### config.mk
export PLATFORM = sky130hd
export DESIGN_NAME = motion_cmd_core
export DESIGN_NICKNAME = d
export VERILOG_FILES = /design/src/verilog/motion_cmd_pkg.sv /design/src/verilog/word_pair_if.sv /design/src/verilog/motion_cmd_core.sv /design/src/verilog/word_pairer.sv
export SDC_FILE = /design/constraint.sdc
export NUM_CORES = 1
export LEC_CHECK = 0
export BUFFER_PORTS_ARGS = -buffer_cell sky130_fd_sc_hd__buf_2
export CORE_MARGIN = 3
export CORE_UTILIZATION = 62
export CTS_CLUSTER_SIZE = 20
export DETAILED_ROUTE_END_ITERATION = 7
export HOLD_SLACK_MARGIN = 0.1
export PLACE_DENSITY = 0.87
export SETUP_SLACK_MARGIN = 0.5
export SLEW_MARGIN = 20
export SYNTH_ARGS = -nofsm -noshare
export SYNTH_HDL_FRONTEND = slang
export SYNTH_SLANG_ARGS = --single-unit
### constraint.sdc
create_clock -name CLK -period 6.7 [get_ports CLK]
set_clock_uncertainty 0.2 [all_clocks]
set_input_delay 1.34 -clock CLK [delete_from_list [all_inputs] [get_ports CLK]]
set_output_delay 1.34 -clock CLK [all_outputs]
set_load 0.01 [all_outputs]
### src/verilog/motion_cmd_pkg.sv
// Shared constants and types for the motion controller command decoder
package motion_cmd_pkg;

  // Register byte offsets on the bus
  localparam logic [7:0] CMD_OFS = 8'h00;
  localparam logic [7:0] DATA_OFS = 8'h04;
  localparam logic [7:0] STATUS_OFS = 8'h08;
  localparam logic [7:0] MASK_OFS = 8'h0c;
  localparam logic [7:0] INDEX_OFS = 8'h10;
  localparam logic [7:0] CTRL_OFS = 8'h14;

  // Command codes
  localparam logic [7:0] CMD_RESET = 8'h00;
  localparam logic [7:0] CMD_START_MOTION = 8'h01;
  localparam logic [7:0] CMD_DEFINE_HOME = 8'h02;
  localparam logic [7:0] CMD_ARM_INDEX_CAPTURE = 8'h03;
  localparam logic [7:0] CMD_UPDATE_FILTER = 8'h04;
  localparam logic [7:0] CMD_SELECT_NARROW_OUTPUT = 8'h05;
  localparam logic [7:0] CMD_SELECT_WIDE_OUTPUT = 8'h06;
  localparam logic [7:0] CMD_REPORT_FIRST = 8'h07;
  localparam logic [7:0] CMD_REPORT_LAST = 8'h0d;
  localparam logic [7:0] CMD_ERROR_THRESHOLD_STOP = 8'h1a;
  localparam logic [7:0] CMD_ERROR_THRESHOLD_FLAG = 8'h1b;
  localparam logic [7:0] CMD_INTERRUPT_MASK = 8'h1c;
  localparam logic [7:0] CMD_INTERRUPT_CLEAR = 8'h1d;
  localparam logic [7:0] CMD_LOAD_FILTER = 8'h1e;
  localparam logic [7:0] CMD_LOAD_TRAJECTORY = 8'h1f;
  localparam logic [7:0] CMD_BREAKPOINT_ABSOLUTE = 8'h20;
  localparam logic [7:0] CMD_BREAKPOINT_RELATIVE = 8'h21;

  // Flag positions inside the six-bit field (status bit = index + 1)
  localparam int FLAG_CMD_ERR = 0;
  localparam int FLAG_TRAJ = 1;
  localparam int FLAG_INDEX = 2;
  localparam int FLAG_WRAP = 3;
  localparam int FLAG_POS_ERR = 4;
  localparam int FLAG_BREAK = 5;

  // Reset values and the threshold limit
  localparam logic [5:0] MASK_RESET = 6'h1f;
  localparam logic [11:0] DAC_ZERO_WIDE = 12'h800;
  localparam logic [11:0] DAC_ZERO_NARROW = 12'h080;
  localparam logic [14:0] THRESH_MAX = 15'h7fff;

  // Timing
  localparam int CLK_PERIOD_NS = 5;
  localparam int BUSY_NS = 20;
  localparam int RESET_WIDE_NS = 1000;
  localparam int RESET_TOTAL_NS = 2000;
  localparam int BUSY_CYC = BUSY_NS / CLK_PERIOD_NS;
  localparam int RESET_WIDE_CYC = (RESET_WIDE_NS + CLK_PERIOD_NS - 1) / CLK_PERIOD_NS;
  localparam int RESET_TOTAL_CYC = RESET_TOTAL_NS / CLK_PERIOD_NS;

  // Decoder states
  typedef enum logic [1:0] {ST_RESET, ST_IDLE, ST_DATA} ctl_state_type;

endpackage

### src/verilog/word_pair_if.sv
// Byte stream in, assembled 16-bit words out
`timescale 1ns/1ps
interface word_pair_if;
  logic byte_valid;
  logic [7:0] byte_data;
  logic restart;
  logic hi_have;
  logic word_valid;
  logic [15:0] word_data;

  modport feeder (output byte_valid, output byte_data, output restart,
    input hi_have, input word_valid, input word_data);
  modport pairer (input byte_valid, input byte_data, input restart,
    output hi_have, output word_valid, output word_data);
endinterface

### src/verilog/motion_cmd_core.sv
// Initialization and interrupt command decoder with APB register access
`timescale 1ns/1ps
module motion_cmd_core
  import motion_cmd_pkg::*;
#(
  parameter int BUSY_CYCLES = BUSY_CYC
)
(
  // Clock and reset
  input wire logic CLK,
  input wire logic NRST,
  // APB slave
  input wire logic PSEL,
  input wire logic PENABLE,
  input wire logic PWRITE,
  input wire logic [7:0] PADDR,
  input wire logic [31:0] PWDATA,
  output logic [31:0] PRDATA,
  output logic PREADY,
  output logic PSLVERR,
  // Encoder pins
  input wire logic ENC_A,
  input wire logic ENC_B,
  input wire logic ENC_INDEX,
  // Motion logic on the same clock
  input wire logic [31:0] ABS_POS,
  input wire logic [31:0] TARGET_POS,
  input wire logic [15:0] POS_ERR,
  input wire logic [15:0] MOTOR_IN,
  input wire logic WRAP_EVT,
  input wire logic TRAJ_DONE,
  // Outputs
  output logic [11:0] DAC_OUT,
  output logic WIDE_OUT,
  output logic MOTOR_HOLD,
  output logic PARAM_CLEAR,
  output logic HOME_SET,
  output logic HOST_IRQ
);

  // Refuse busy lengths that the eight-bit counter cannot hold
  if (BUSY_CYCLES < 1 || BUSY_CYCLES > 255)
  begin : busy_range_check
    $error("BUSY_CYCLES must lie in 1..255");
  end

  typedef struct packed {
    ctl_state_type st;
    logic [7:0] cmd;
    logic [1:0] words;
    logic [7:0] busy;
    logic [15:0] rcnt;
    logic wide;
    logic stop_en;
    logic stop_hold;
    logic [5:0] mask;
    logic [5:0] flags;
    logic armed;
    logic idx_seen;
    logic [31:0] idx_pos;
    logic [14:0] thresh;
    logic [15:0] hi_word;
    logic [31:0] bp;
    logic bp_en;
    logic [11:0] dac;
    logic clr;
    logic home;
    logic irq;
    logic [1:0] a_sy;
    logic [1:0] b_sy;
    logic [1:0] i_sy;
    logic [31:0] prdata;
    logic pready;
    logic pslverr;
  } core_type;

  core_type q;
  core_type d;

  word_pair_if w ();

  logic xfer;
  logic acc;
  logic wr_cmd;
  logic wr_data;
  logic busy;
  logic take_cmd;
  logic take_data;
  logic [15:0] err_abs;
  logic [7:0] status;
  logic idx_low;

  // Bus decode and acceptance
  assign acc = PSEL & PENABLE & ~q.pready;
  assign xfer = PSEL & PENABLE & q.pready;
  assign wr_cmd = xfer & PWRITE & (PADDR == CMD_OFS);
  assign wr_data = xfer & PWRITE & (PADDR == DATA_OFS);
  assign busy = (q.busy != 8'h00) | (q.st == ST_RESET);
  assign take_cmd = wr_cmd & (~busy | (PWDATA[7:0] == CMD_RESET));
  assign take_data = wr_data & ~busy & (q.st == ST_DATA);
  assign err_abs = POS_ERR[15] ? 16'(-POS_ERR) : POS_ERR;
  assign status = {1'b0, q.flags, busy};
  assign idx_low = ~q.a_sy[1] & ~q.b_sy[1] & ~q.i_sy[1];

  // Feed data bytes to the pairer
  assign w.byte_valid = take_data;
  assign w.byte_data = PWDATA[7:0];
  assign w.restart = take_cmd;

  word_pairer pairer_inst (
    .clk(CLK),
    .nrst(NRST),
    .w(w)
  );

  // Next state of the whole decoder
  always_comb
  begin
    d = q;
    d.clr = 1'b0;
    d.home = 1'b0;
    d.pready = acc;
    d.pslverr = 1'b0;
    // Pin synchronisers
    d.a_sy = {q.a_sy[0], ENC_A};
    d.b_sy = {q.b_sy[0], ENC_B};
    d.i_sy = {q.i_sy[0], ENC_INDEX};

    // Read data and error answer, captured in the first access cycle
    if (acc)
    begin
      d.prdata = 32'h0000_0000;
      if (PADDR == STATUS_OFS)
        d.prdata = {24'h00_0000, status};
      else if (PADDR == MASK_OFS)
        d.prdata = {25'h000_0000, q.mask, 1'b0};
      else if (PADDR == INDEX_OFS)
        d.prdata = q.idx_pos;
      else if (PADDR == CTRL_OFS)
        d.prdata = {29'h0000_0000, q.stop_hold, q.stop_en, q.wide};
      else if (PADDR == CMD_OFS || PADDR == DATA_OFS)
        d.prdata = 32'h0000_0000;
      else
        d.pslverr = 1'b1;
    end

    // Busy countdown; a completed word raises busy again
    if (q.busy != 8'h00)
      d.busy = q.busy - 8'h01;
    if (take_data & w.hi_have)
      d.busy = 8'(BUSY_CYCLES);

    // Motor output: zero code while held, else top bits offset binary
    if (q.stop_hold)
      d.dac = q.wide ? DAC_ZERO_WIDE : DAC_ZERO_NARROW;
    else if (q.wide)
      d.dac = MOTOR_IN[15:4] ^ DAC_ZERO_WIDE;
    else
      d.dac = {4'h0, MOTOR_IN[15:8] ^ 8'h80};

    // Reset sequence, hardware or command
    if (q.st == ST_RESET)
    begin
      if (q.rcnt == 16'h0000)
      begin
        d.clr = 1'b1;
        d.home = 1'b1;
      end
      d.mask = MASK_RESET;
      d.wide = 1'b0;
      d.stop_en = 1'b0;
      d.stop_hold = 1'b0;
      d.bp_en = 1'b0;
      d.armed = 1'b0;
      d.dac = (q.rcnt < 16'(RESET_WIDE_CYC)) ? DAC_ZERO_WIDE : DAC_ZERO_NARROW;
      d.rcnt = q.rcnt + 16'h0001;
      if (q.rcnt == 16'(RESET_TOTAL_CYC - 1))
        d.st = ST_IDLE;
    end

    // Assembled data word
    if (w.word_valid && q.st == ST_DATA)
    begin
      d.words = q.words - 2'd1;
      if (q.words == 2'd1)
        d.st = ST_IDLE;
      if (q.cmd == CMD_ERROR_THRESHOLD_FLAG || q.cmd == CMD_ERROR_THRESHOLD_STOP)
      begin
        d.thresh = w.word_data[14:0] & THRESH_MAX;
        d.stop_en = (q.cmd == CMD_ERROR_THRESHOLD_STOP);
      end
      else if (q.cmd == CMD_INTERRUPT_MASK)
        d.mask = w.word_data[6:1];
      else if (q.cmd == CMD_INTERRUPT_CLEAR)
        d.flags = q.flags & w.word_data[6:1];
      else if (q.words == 2'd2)
        d.hi_word = w.word_data;
      else if (q.cmd == CMD_BREAKPOINT_ABSOLUTE)
      begin
        d.bp = {q.hi_word, w.word_data};
        d.bp_en = 1'b1;
      end
      else
      begin
        d.bp = TARGET_POS + {q.hi_word, w.word_data};
        d.bp_en = 1'b1;
      end
    end

    // Index capture after arming
    if (q.armed)
    begin
      if (q.i_sy[1])
        d.idx_seen = 1'b1;
      if (q.idx_seen && idx_low)
      begin
        d.idx_pos = ABS_POS;
        d.flags[FLAG_INDEX] = 1'b1;
        d.armed = 1'b0;
      end
    end

    // Conditions set flags after any clear, so a set wins
    if (err_abs > {1'b0, q.thresh})
    begin
      d.flags[FLAG_POS_ERR] = 1'b1;
      if (q.stop_en)
        d.stop_hold = 1'b1;
    end
    if (q.bp_en && ABS_POS == q.bp)
    begin
      d.flags[FLAG_BREAK] = 1'b1;
      d.bp_en = 1'b0;
    end
    if (WRAP_EVT)
      d.flags[FLAG_WRAP] = 1'b1;
    if (TRAJ_DONE)
      d.flags[FLAG_TRAJ] = 1'b1;

    // Command byte
    if (take_cmd)
    begin
      d.cmd = PWDATA[7:0];
      d.busy = 8'(BUSY_CYCLES);
      d.st = ST_IDLE;
      d.words = 2'd0;
      if (PWDATA[7:0] == CMD_RESET)
      begin
        d.st = ST_RESET;
        d.rcnt = 16'h0000;
      end
      else if (PWDATA[7:0] == CMD_SELECT_NARROW_OUTPUT)
        d.wide = 1'b0;
      else if (PWDATA[7:0] == CMD_SELECT_WIDE_OUTPUT)
        d.wide = 1'b1;
      else if (PWDATA[7:0] == CMD_DEFINE_HOME)
        d.home = 1'b1;
      else if (PWDATA[7:0] == CMD_ARM_INDEX_CAPTURE)
      begin
        d.armed = 1'b1;
        d.idx_seen = 1'b0;
      end
      else if (PWDATA[7:0] == CMD_ERROR_THRESHOLD_FLAG
        || PWDATA[7:0] == CMD_ERROR_THRESHOLD_STOP
        || PWDATA[7:0] == CMD_INTERRUPT_MASK
        || PWDATA[7:0] == CMD_INTERRUPT_CLEAR)
      begin
        d.st = ST_DATA;
        d.words = 2'd1;
      end
      else if (PWDATA[7:0] == CMD_BREAKPOINT_ABSOLUTE
        || PWDATA[7:0] == CMD_BREAKPOINT_RELATIVE)
      begin
        d.st = ST_DATA;
        d.words = 2'd2;
      end
      else if (PWDATA[7:0] == CMD_START_MOTION)
        d.stop_hold = 1'b0;
      else if (PWDATA[7:0] == CMD_UPDATE_FILTER
        || PWDATA[7:0] == CMD_LOAD_FILTER
        || PWDATA[7:0] == CMD_LOAD_TRAJECTORY
        || (PWDATA[7:0] >= CMD_REPORT_FIRST && PWDATA[7:0] <= CMD_REPORT_LAST))
        d.st = ST_IDLE;
      else
        d.flags[FLAG_CMD_ERR] = 1'b1;
    end

    // Interrupt output, gated by mask
    d.irq = |(q.flags & q.mask);
  end

  // State register
  always_ff @(posedge CLK or negedge NRST)
  begin
    if (!NRST)
    begin
      q <= '0;
      q.st <= ST_RESET;
      q.dac <= DAC_ZERO_WIDE;
      q.mask <= MASK_RESET;
    end
    else
    begin
      q <= d;
    end
  end

  // Outputs straight from the state register
  assign PRDATA = q.prdata;
  assign PREADY = q.pready;
  assign PSLVERR = q.pslverr;
  assign DAC_OUT = q.dac;
  assign WIDE_OUT = q.wide;
  assign MOTOR_HOLD = q.stop_hold;
  assign PARAM_CLEAR = q.clr;
  assign HOME_SET = q.home;
  assign HOST_IRQ = q.irq;
endmodule

### src/verilog/word_pairer.sv
// Gathers data bytes in pairs, first byte high
`timescale 1ns/1ps
module word_pairer
(
  // Clock and reset
  input wire logic clk,
  input wire logic nrst,
  // Byte and word carrier
  word_pair_if.pairer w
);

  typedef struct packed {
    logic hi_have;
    logic [7:0] hi;
    logic word_valid;
    logic [15:0] word;
  } pair_type;

  pair_type q;
  pair_type d;

  // Next state: first byte held, second completes the word
  always_comb
  begin
    d = q;
    d.word_valid = 1'b0;
    if (w.restart)
    begin
      d.hi_have = 1'b0;
    end
    else if (w.byte_valid)
    begin
      if (q.hi_have)
      begin
        d.word = {q.hi, w.byte_data};
        d.word_valid = 1'b1;
        d.hi_have = 1'b0;
      end
      else
      begin
        d.hi = w.byte_data;
        d.hi_have = 1'b1;
      end
    end
  end

  // State register
  always_ff @(posedge clk or negedge nrst)
  begin
    if (!nrst)
    begin
      q <= '0;
    end
    else
    begin
      q <= d;
    end
  end

  // Outputs to the decoder
  assign w.hi_have = q.hi_have;
  assign w.word_valid = q.word_valid;
  assign w.word_data = q.word;

endmodule

# Yosys cells after proc, flatten, opt, wreduce, memory -nomap -nowiden
# Cells that the tools add are included.
# Widths: inputs -> output; s select.
[word_totals] register_bits=230 input_bits=146
[op_classes] n_bitwise=28 n_lt_le_gt_ge=4 n_mux=102 n_reduce_logical=40 n_eq_ne=37 add_sub_neg=5
[op_table] cell="$mux 32" count=4
[op_table] cell="$eq 8x5->1 const B" count=12
[op_table] cell="$mux 12" count=6
[op_table] cell="$mux 1" count=49
[op_table] cell="$mux 2" count=21
[op_table] cell="$mux 37" count=1
[op_table] cell="$mux 17" count=2
[op_table] cell="$mux 34" count=1
[op_table] cell="$mux 33" count=1
[op_table] cell="$add 32x32->32" count=1
[op_table] cell="$eq 32x32->1" count=1
[op_table] cell="$eq 8x3->1 const B" count=4
[op_table] cell="$mux 16" count=2
[op_table] cell="$mux 26" count=1
[op_table] cell="$mux 25" count=1
[op_table] cell="$eq 8x6->1 const B" count=3
[op_table] cell="$mux 8" count=3
[op_table] cell="$reduce_bool 2->1" count=10
[op_table] cell="$mux 3" count=6
[op_table] cell="$mux 6" count=3
[op_table] cell="$add 16x1->16 const B" count=1
[op_table] cell="$eq 16x9->1 const B" count=1
[op_table] cell="$eq 8x2->1 const B" count=2
[op_table] cell="$eq 8x4->1 const B" count=2
[op_table] cell="other kinds (29)" count=78

# Longest topological paths before layout
[depth] depth_word=15 mapped_depth=16 depth_no_buf=16

# Hierarchy
# From an unflattened synthesis, not the netlist that was laid out.
[unflattened] hier_cells=1282 area_unflattened_um2=12710.9
[modules_own_cells] module="motion_cmd_core" instances=1 cells_per_inst=1210 area_each_um2=11603.6
[modules_own_cells] module="word_pairer" instances=1 cells_per_inst=72 area_each_um2=1107.3

# Worst setup path before layout
# OpenSTA, ideal clock, no wires.
[synth_timing] path_type="in2reg" start="input POS_ERR[5]" end="register q, in the netlist MOTOR_HOLD" setup_time_ns=0.123 stages=14 required_time_ns=6.377 t_arrival_ns=4.198 path_buffers=0 slack_ns=2.179 path_cell_list="or4_1 -> or2_2 -> o31ai_1 -> xnor2_1 -> ha_1 -> a21o_1 -> a21o_1 -> a21o_1 -> a21o_1 -> a21o_1 -> a221oi_1 -> o22ai_1 -> a22oi_1 -> nor2_1"
[synth_rtl] element="start, declared" line_no="motion_cmd_core.sv:28" rtl="input wire logic [15:0] POS_ERR,"
[synth_rtl] element="end, declared" line_no="motion_cmd_core.sv:77" rtl="core_type q;"

==> results <==
- The run finished with clean final reports.
- Of the total power, the share spent switching nets is 0.2331.
- Before antenna repair, the detailed router went through 5 iterations.
- Excluding fillers, the count of instances in the completed layout stands at 1623.
- The placer congestion estimate is 0.9373.
- The area of the die is 0.02177 mm^2.
- After synthesis, the largest family of logic cells by area is simple AND/OR/NAND/NOR gates.
- The number of register bits inferred by synthesis is 230.
- In the routed design, unresolved DRC markers number 0.
- The arrival time reported for the critical path endpoint is 4.60 ns.
- The path class of the lowest-slack min-delay path is register to register.
- The relative contribution of combinational cells to total power is 0.077.
- The layout overhead on the synthesized area is 11.28%.
- In this design, the critical path's most frequently occurring cell is sky130_fd_sc_hd__a21o_1.
- The post-route minimum period is 4.418 ns.
- The worst max-slew margin expressed relative to the limit is 0.2735.
- The initial antenna violation count is 2.
- The number of buffer cells added on primary ports is 168.
- The clock net in this run drives a total of 230 sinks.
- The number of warnings reported in the yosys synthesis log is 0.
- Walking the worst path, the cells encountered are buf_2, or4_1, or2_2, o31ai_1, xnor2_1, ha_1, a21o_1, a21o_1, a21o_1, a21o_1, a21o_1, a221oi_1, o22ai_1, a22oi_1, nor2_1.
- The share of synthesized area in the top cell type comes to 0.4512.
- Setup repair after global routing left no endpoint under its margin.
- 197 I/O pins were placed.
- Summed over all layers, the global routing overflow is 0.
- The count of final hold-check violations is 0.
- The pre-CTS setup slack is 1.800 ns.
- The chip width is 147.6 um.
- The via count of the first global-routing pass is 9548.
- The buffer levels on the longest clock path is 3.
- Of the total synthesized cell area, the portion taken by full adders, half adders and majority gates is 0.05398.
- After synthesis, the netlist uses 65 different library cells.
- The dominant cell type by area after synthesis is sky130_fd_sc_hd__dfrtp_1.
- The post-detailed-route via-to-cell ratio is 6.015.
- The latest clock arrival within the worst-skew pair is 0.51 ns.
- The worst hold margin is 0.1486 ns.
- Along the worst path, the maximum fanout reaches 3.
- After layout, the worst setup slack is 2.282 ns.
- By count the netlist is led by sky130_fd_sc_hd__dfrtp_1 (224), sky130_fd_sc_hd__nand2_1 (139), sky130_fd_sc_hd__nor2_1 (91).
- The total half-perimeter wirelength after legalization and detailed placement is 21630 um.
- The total clock buffers created by CTS is 23.
- For this design the ratio of total power to cell area is 204.9 mW/mm^2.
- The total nets after synthesis is 1440.
- The TritonCTS clock tree is yes.
- Setup slack on the worst reg-to-reg path comes out at 3.21 ns.
- The count of max-cap constraint violations is 0.
- In this run the static leakage power is 6.549 nW.
- The area fraction in compound gates after synthesis is 0.1300.
- The via count of the routed design is 9762.
- The post-CTS clock slew at the launch and capture registers of the worst setup and hold paths is 0.07 ns.
- The post-synthesis cell area is 0.01242 mm^2.
- The cell with the most instances after synthesis is sky130_fd_sc_hd__dfrtp_1.
- The final net count is 1542.
- The measured slew at the worst slew-check pin is 1.084 ns.
- Synthesis produced a netlist whose cell count is 1241.
- The maximum number of pins on one net before global-route repair is 142.
- The instance count after placement with tap cells included is 1583.
- In the final routed layout, each cell accounts on average for 18.80 um.
- The top cell family by delay on the critical path is compound AO/OA/AOI/OAI gates.
- The buffers plus inverters on the worst setup path is 1.
- The cell-internal power is 0.002173 W.
- CTS built an H-tree with a depth of 1.
- The proportion of synthesized flip-flops having asynchronous set or reset is 1.000.
- At the worst endpoint, the required time is 6.88 ns.
- Measured against the total synthesized area, the mux share comes to 0.08309.
- In this run, synthesis inferred 0 flip-flops with an integrated enable.
- The share of the Yosys chip area taken by registers is 0.4639.
- The post-route fraction of the period consumed by the critical path is 0.6594.
- In this run the clock root is driven by a sky130_fd_sc_hd__clkbuf_16.
- The first global-routing pass estimated 48910 um of wire.
- The average instance in the mapped netlist occupies 10.01 um^2.
- Sorting the synthesized cells by area gives the leading types as sky130_fd_sc_hd__dfrtp_1 (45%), sky130_fd_sc_hd__mux2_2 (7.3%), sky130_fd_sc_hd__ha_1 (5.2%).
- The switching power total is 0.0006604 W.
- The startpoint kind of the worst setup timing path is an input pin.
- The max-slew violation total from the final report is 0.
- The total routed wirelength is 30520 um.
- The worst-case IR drop observed on VDD is 166.7 uV.
- Once the clock tree was built, the resizer swapped 0 gates to a different size.
- On the critical path, the stage with the largest delay is an instance of sky130_fd_sc_hd__or4_1.
- STA classifies the critical path endpoint as a register.
- The xor/xnor share of the synthesized area is 0.06345.
- Setup total negative slack on the finished layout was measured at 0 ns.
- Summing all placed instances gives a cell area of 0.01312 mm^2.
- Across every metal layer, demand over resource in global routing totals 0.2776.
- The placeable core region is 0.01959 mm^2.
- Based on the critical path, the design can be clocked at up to 226.3 MHz.
- The critical path class is input pin to register.
- Setup violations remaining at the end of the flow were counted as 0.
- The initial utilization of the core area, before any placement, comes to 0.6342.
- In the final layout, the share of cells above drive strength 1 is 0.2338.
- In this run the core area contains 51 standard-cell rows.
- Of the total power, registers draw 0.500.
- The die extent in y is 147.6 um.
- In this design, the stage delay of the slowest critical-path cell is 0.52 ns.
- The number of antenna-violating nets in the routed design is 0.
- The simple-gate area share of the yosys netlist is 0.1506.
- The count of buffers added by post-CTS timing repair for setup is 0.
- The finished cells cover 0.01382 mm^2.
- The number of hold-repair buffers added at the cts stage is 0.
- The most used flip-flop cell after synthesis is sky130_fd_sc_hd__dfrtp_1.
- The share of total power dissipated in the clock network is 0.424.
- For this block, the initial DRC count from the detailed router was 843.
==> registers in the layout, indices dropped and copies added (netlist names), 3 cells and up <==
register and flops:
d 3, PRDATA 32, pairer_inst.q 8, DAC_OUT 12, q 150, pairer_inst.w.word_data 16
==> power by group through the flow <==
| stage | clock, W | combinational, W | sequential, W |
|---|---|---|---|
| 4_1_cts | 0.00121 | 0.000218 | 0.00142 |
| 3_5_place_dp | 0 | 0.000216 | 0.00144 |
| 2_1_floorplan | 0 | 0.000115 | 0.00144 |
| 5_1_grt | 0.00127 | 0.000244 | 0.00142 |
| 3_3_place_gp | 0 | 0.000210 | 0.00144 |
| 6_report | 0.00120 | 0.000218 | 0.00142 |
==> path summary, 6_finish.rpt <==
check,from,depth (start not counted),to
setup / recovery,POS_ERR[5],15,MOTOR_HOLD
hold / removal,d[35],0,q[35]
setup reg to reg,pairer_inst.w.word_data[2],10,q[87]
hold reg to reg,d[35],0,q[35]
max in group asynchronous,NRST,2,q[104]
min in group asynchronous,NRST,1,PRDATA[24]
==> cell families after synthesis <==
kind of cell / after synthesis
adder cells (fa/ha/maj): 53
AO/OA/AOI/OAI: 252
XOR/XNOR: 90
buffers and inverters: 135
flip-flops: 230
AND/OR/NAND/NOR: 388
multiplexers: 93
==> per-layer routing <==
metal  part of all wire  track usage
met1               0.43       0.3972
met2               0.47       0.4421
met3              0.086      0.04782
met4              0.023      0.07922
met5                  0            0
==> cells in the final DEF, fill, tap and decap left out, types with 6 or more instances in the layout <==
master	Yosys	layout
sky130_fd_sc_hd__a221oi_1	6	6
sky130_fd_sc_hd__a22o_1	25	25
sky130_fd_sc_hd__mux2i_1	12	12
sky130_fd_sc_hd__xnor2_1	66	66
sky130_fd_sc_hd__ha_1	52	52
sky130_fd_sc_hd__or3_1	9	9
sky130_fd_sc_hd__a31oi_1	18	18
sky130_fd_sc_hd__inv_1	37	37
sky130_fd_sc_hd__dfrtp_1	224	224
sky130_fd_sc_hd__nor2b_1	12	11
sky130_fd_sc_hd__a211oi_1	7	7
sky130_fd_sc_hd__nor4_1	8	8
sky130_fd_sc_hd__mux2_2	81	81
sky130_fd_sc_hd__and3_1	15	15
sky130_fd_sc_hd__nand2b_1	17	17
sky130_fd_sc_hd__and2_1	7	7
sky130_fd_sc_hd__a22oi_1	12	12
sky130_fd_sc_hd__o21ai_0	70	70
sky130_fd_sc_hd__buf_4	45	6
sky130_fd_sc_hd__a21o_1	19	19
sky130_fd_sc_hd__clkbuf_16	0	23
sky130_fd_sc_hd__xor2_1	24	24
sky130_fd_sc_hd__dfstp_2	6	6
sky130_fd_sc_hd__nor3_1	23	22
sky130_fd_sc_hd__nor2_1	91	91
sky130_fd_sc_hd__nand3_1	21	21
sky130_fd_sc_hd__nand4_1	18	18
sky130_fd_sc_hd__nand2_1	139	139
sky130_fd_sc_hd__buf_2	6	167
sky130_fd_sc_hd__a21oi_1	61	61
==> worst reg2reg max path: stages (launching register included) <==
cell	delay, ns
sky130_fd_sc_hd__dfrtp_1	0.63
sky130_fd_sc_hd__ha_1	0.36
sky130_fd_sc_hd__o21ai_0	0.24
sky130_fd_sc_hd__o21ai_0	0.22
sky130_fd_sc_hd__a211oi_1	0.36
sky130_fd_sc_hd__a211oi_1	0.15
sky130_fd_sc_hd__nand2b_1	0.26
sky130_fd_sc_hd__a311oi_1	0.35
sky130_fd_sc_hd__xor2_1	0.15
sky130_fd_sc_hd__or3_1	0.32
sky130_fd_sc_hd__a31oi_1	0.17
==> stage by stage <==
step	utilization	total power (W)
floorplan	-	0.001554
global placement	0.6699	0.001650
detailed placement	0.6699	0.001656
CTS	0.7054	0.002839
global route	0.7057	0.002928
finish	0.7057	0.002833
==> final cells by class <==
cell class | count | area, um^2
Clock buffer | 32 | 649.4
Multi-Input combinational cell | 876 | 5991
Timing Repair Buffer | 174 | 895.9
Antenna cell | 2 | 5.005
Clock inverter | 6 | 46.29
Sequential cell | 230 | 5763
Tap cell | 265 | 331.6
Fill cell | 1412 | 5766
Inverter | 38 | 142.6
No activity file was read; power rests on OpenSTA's default activity.
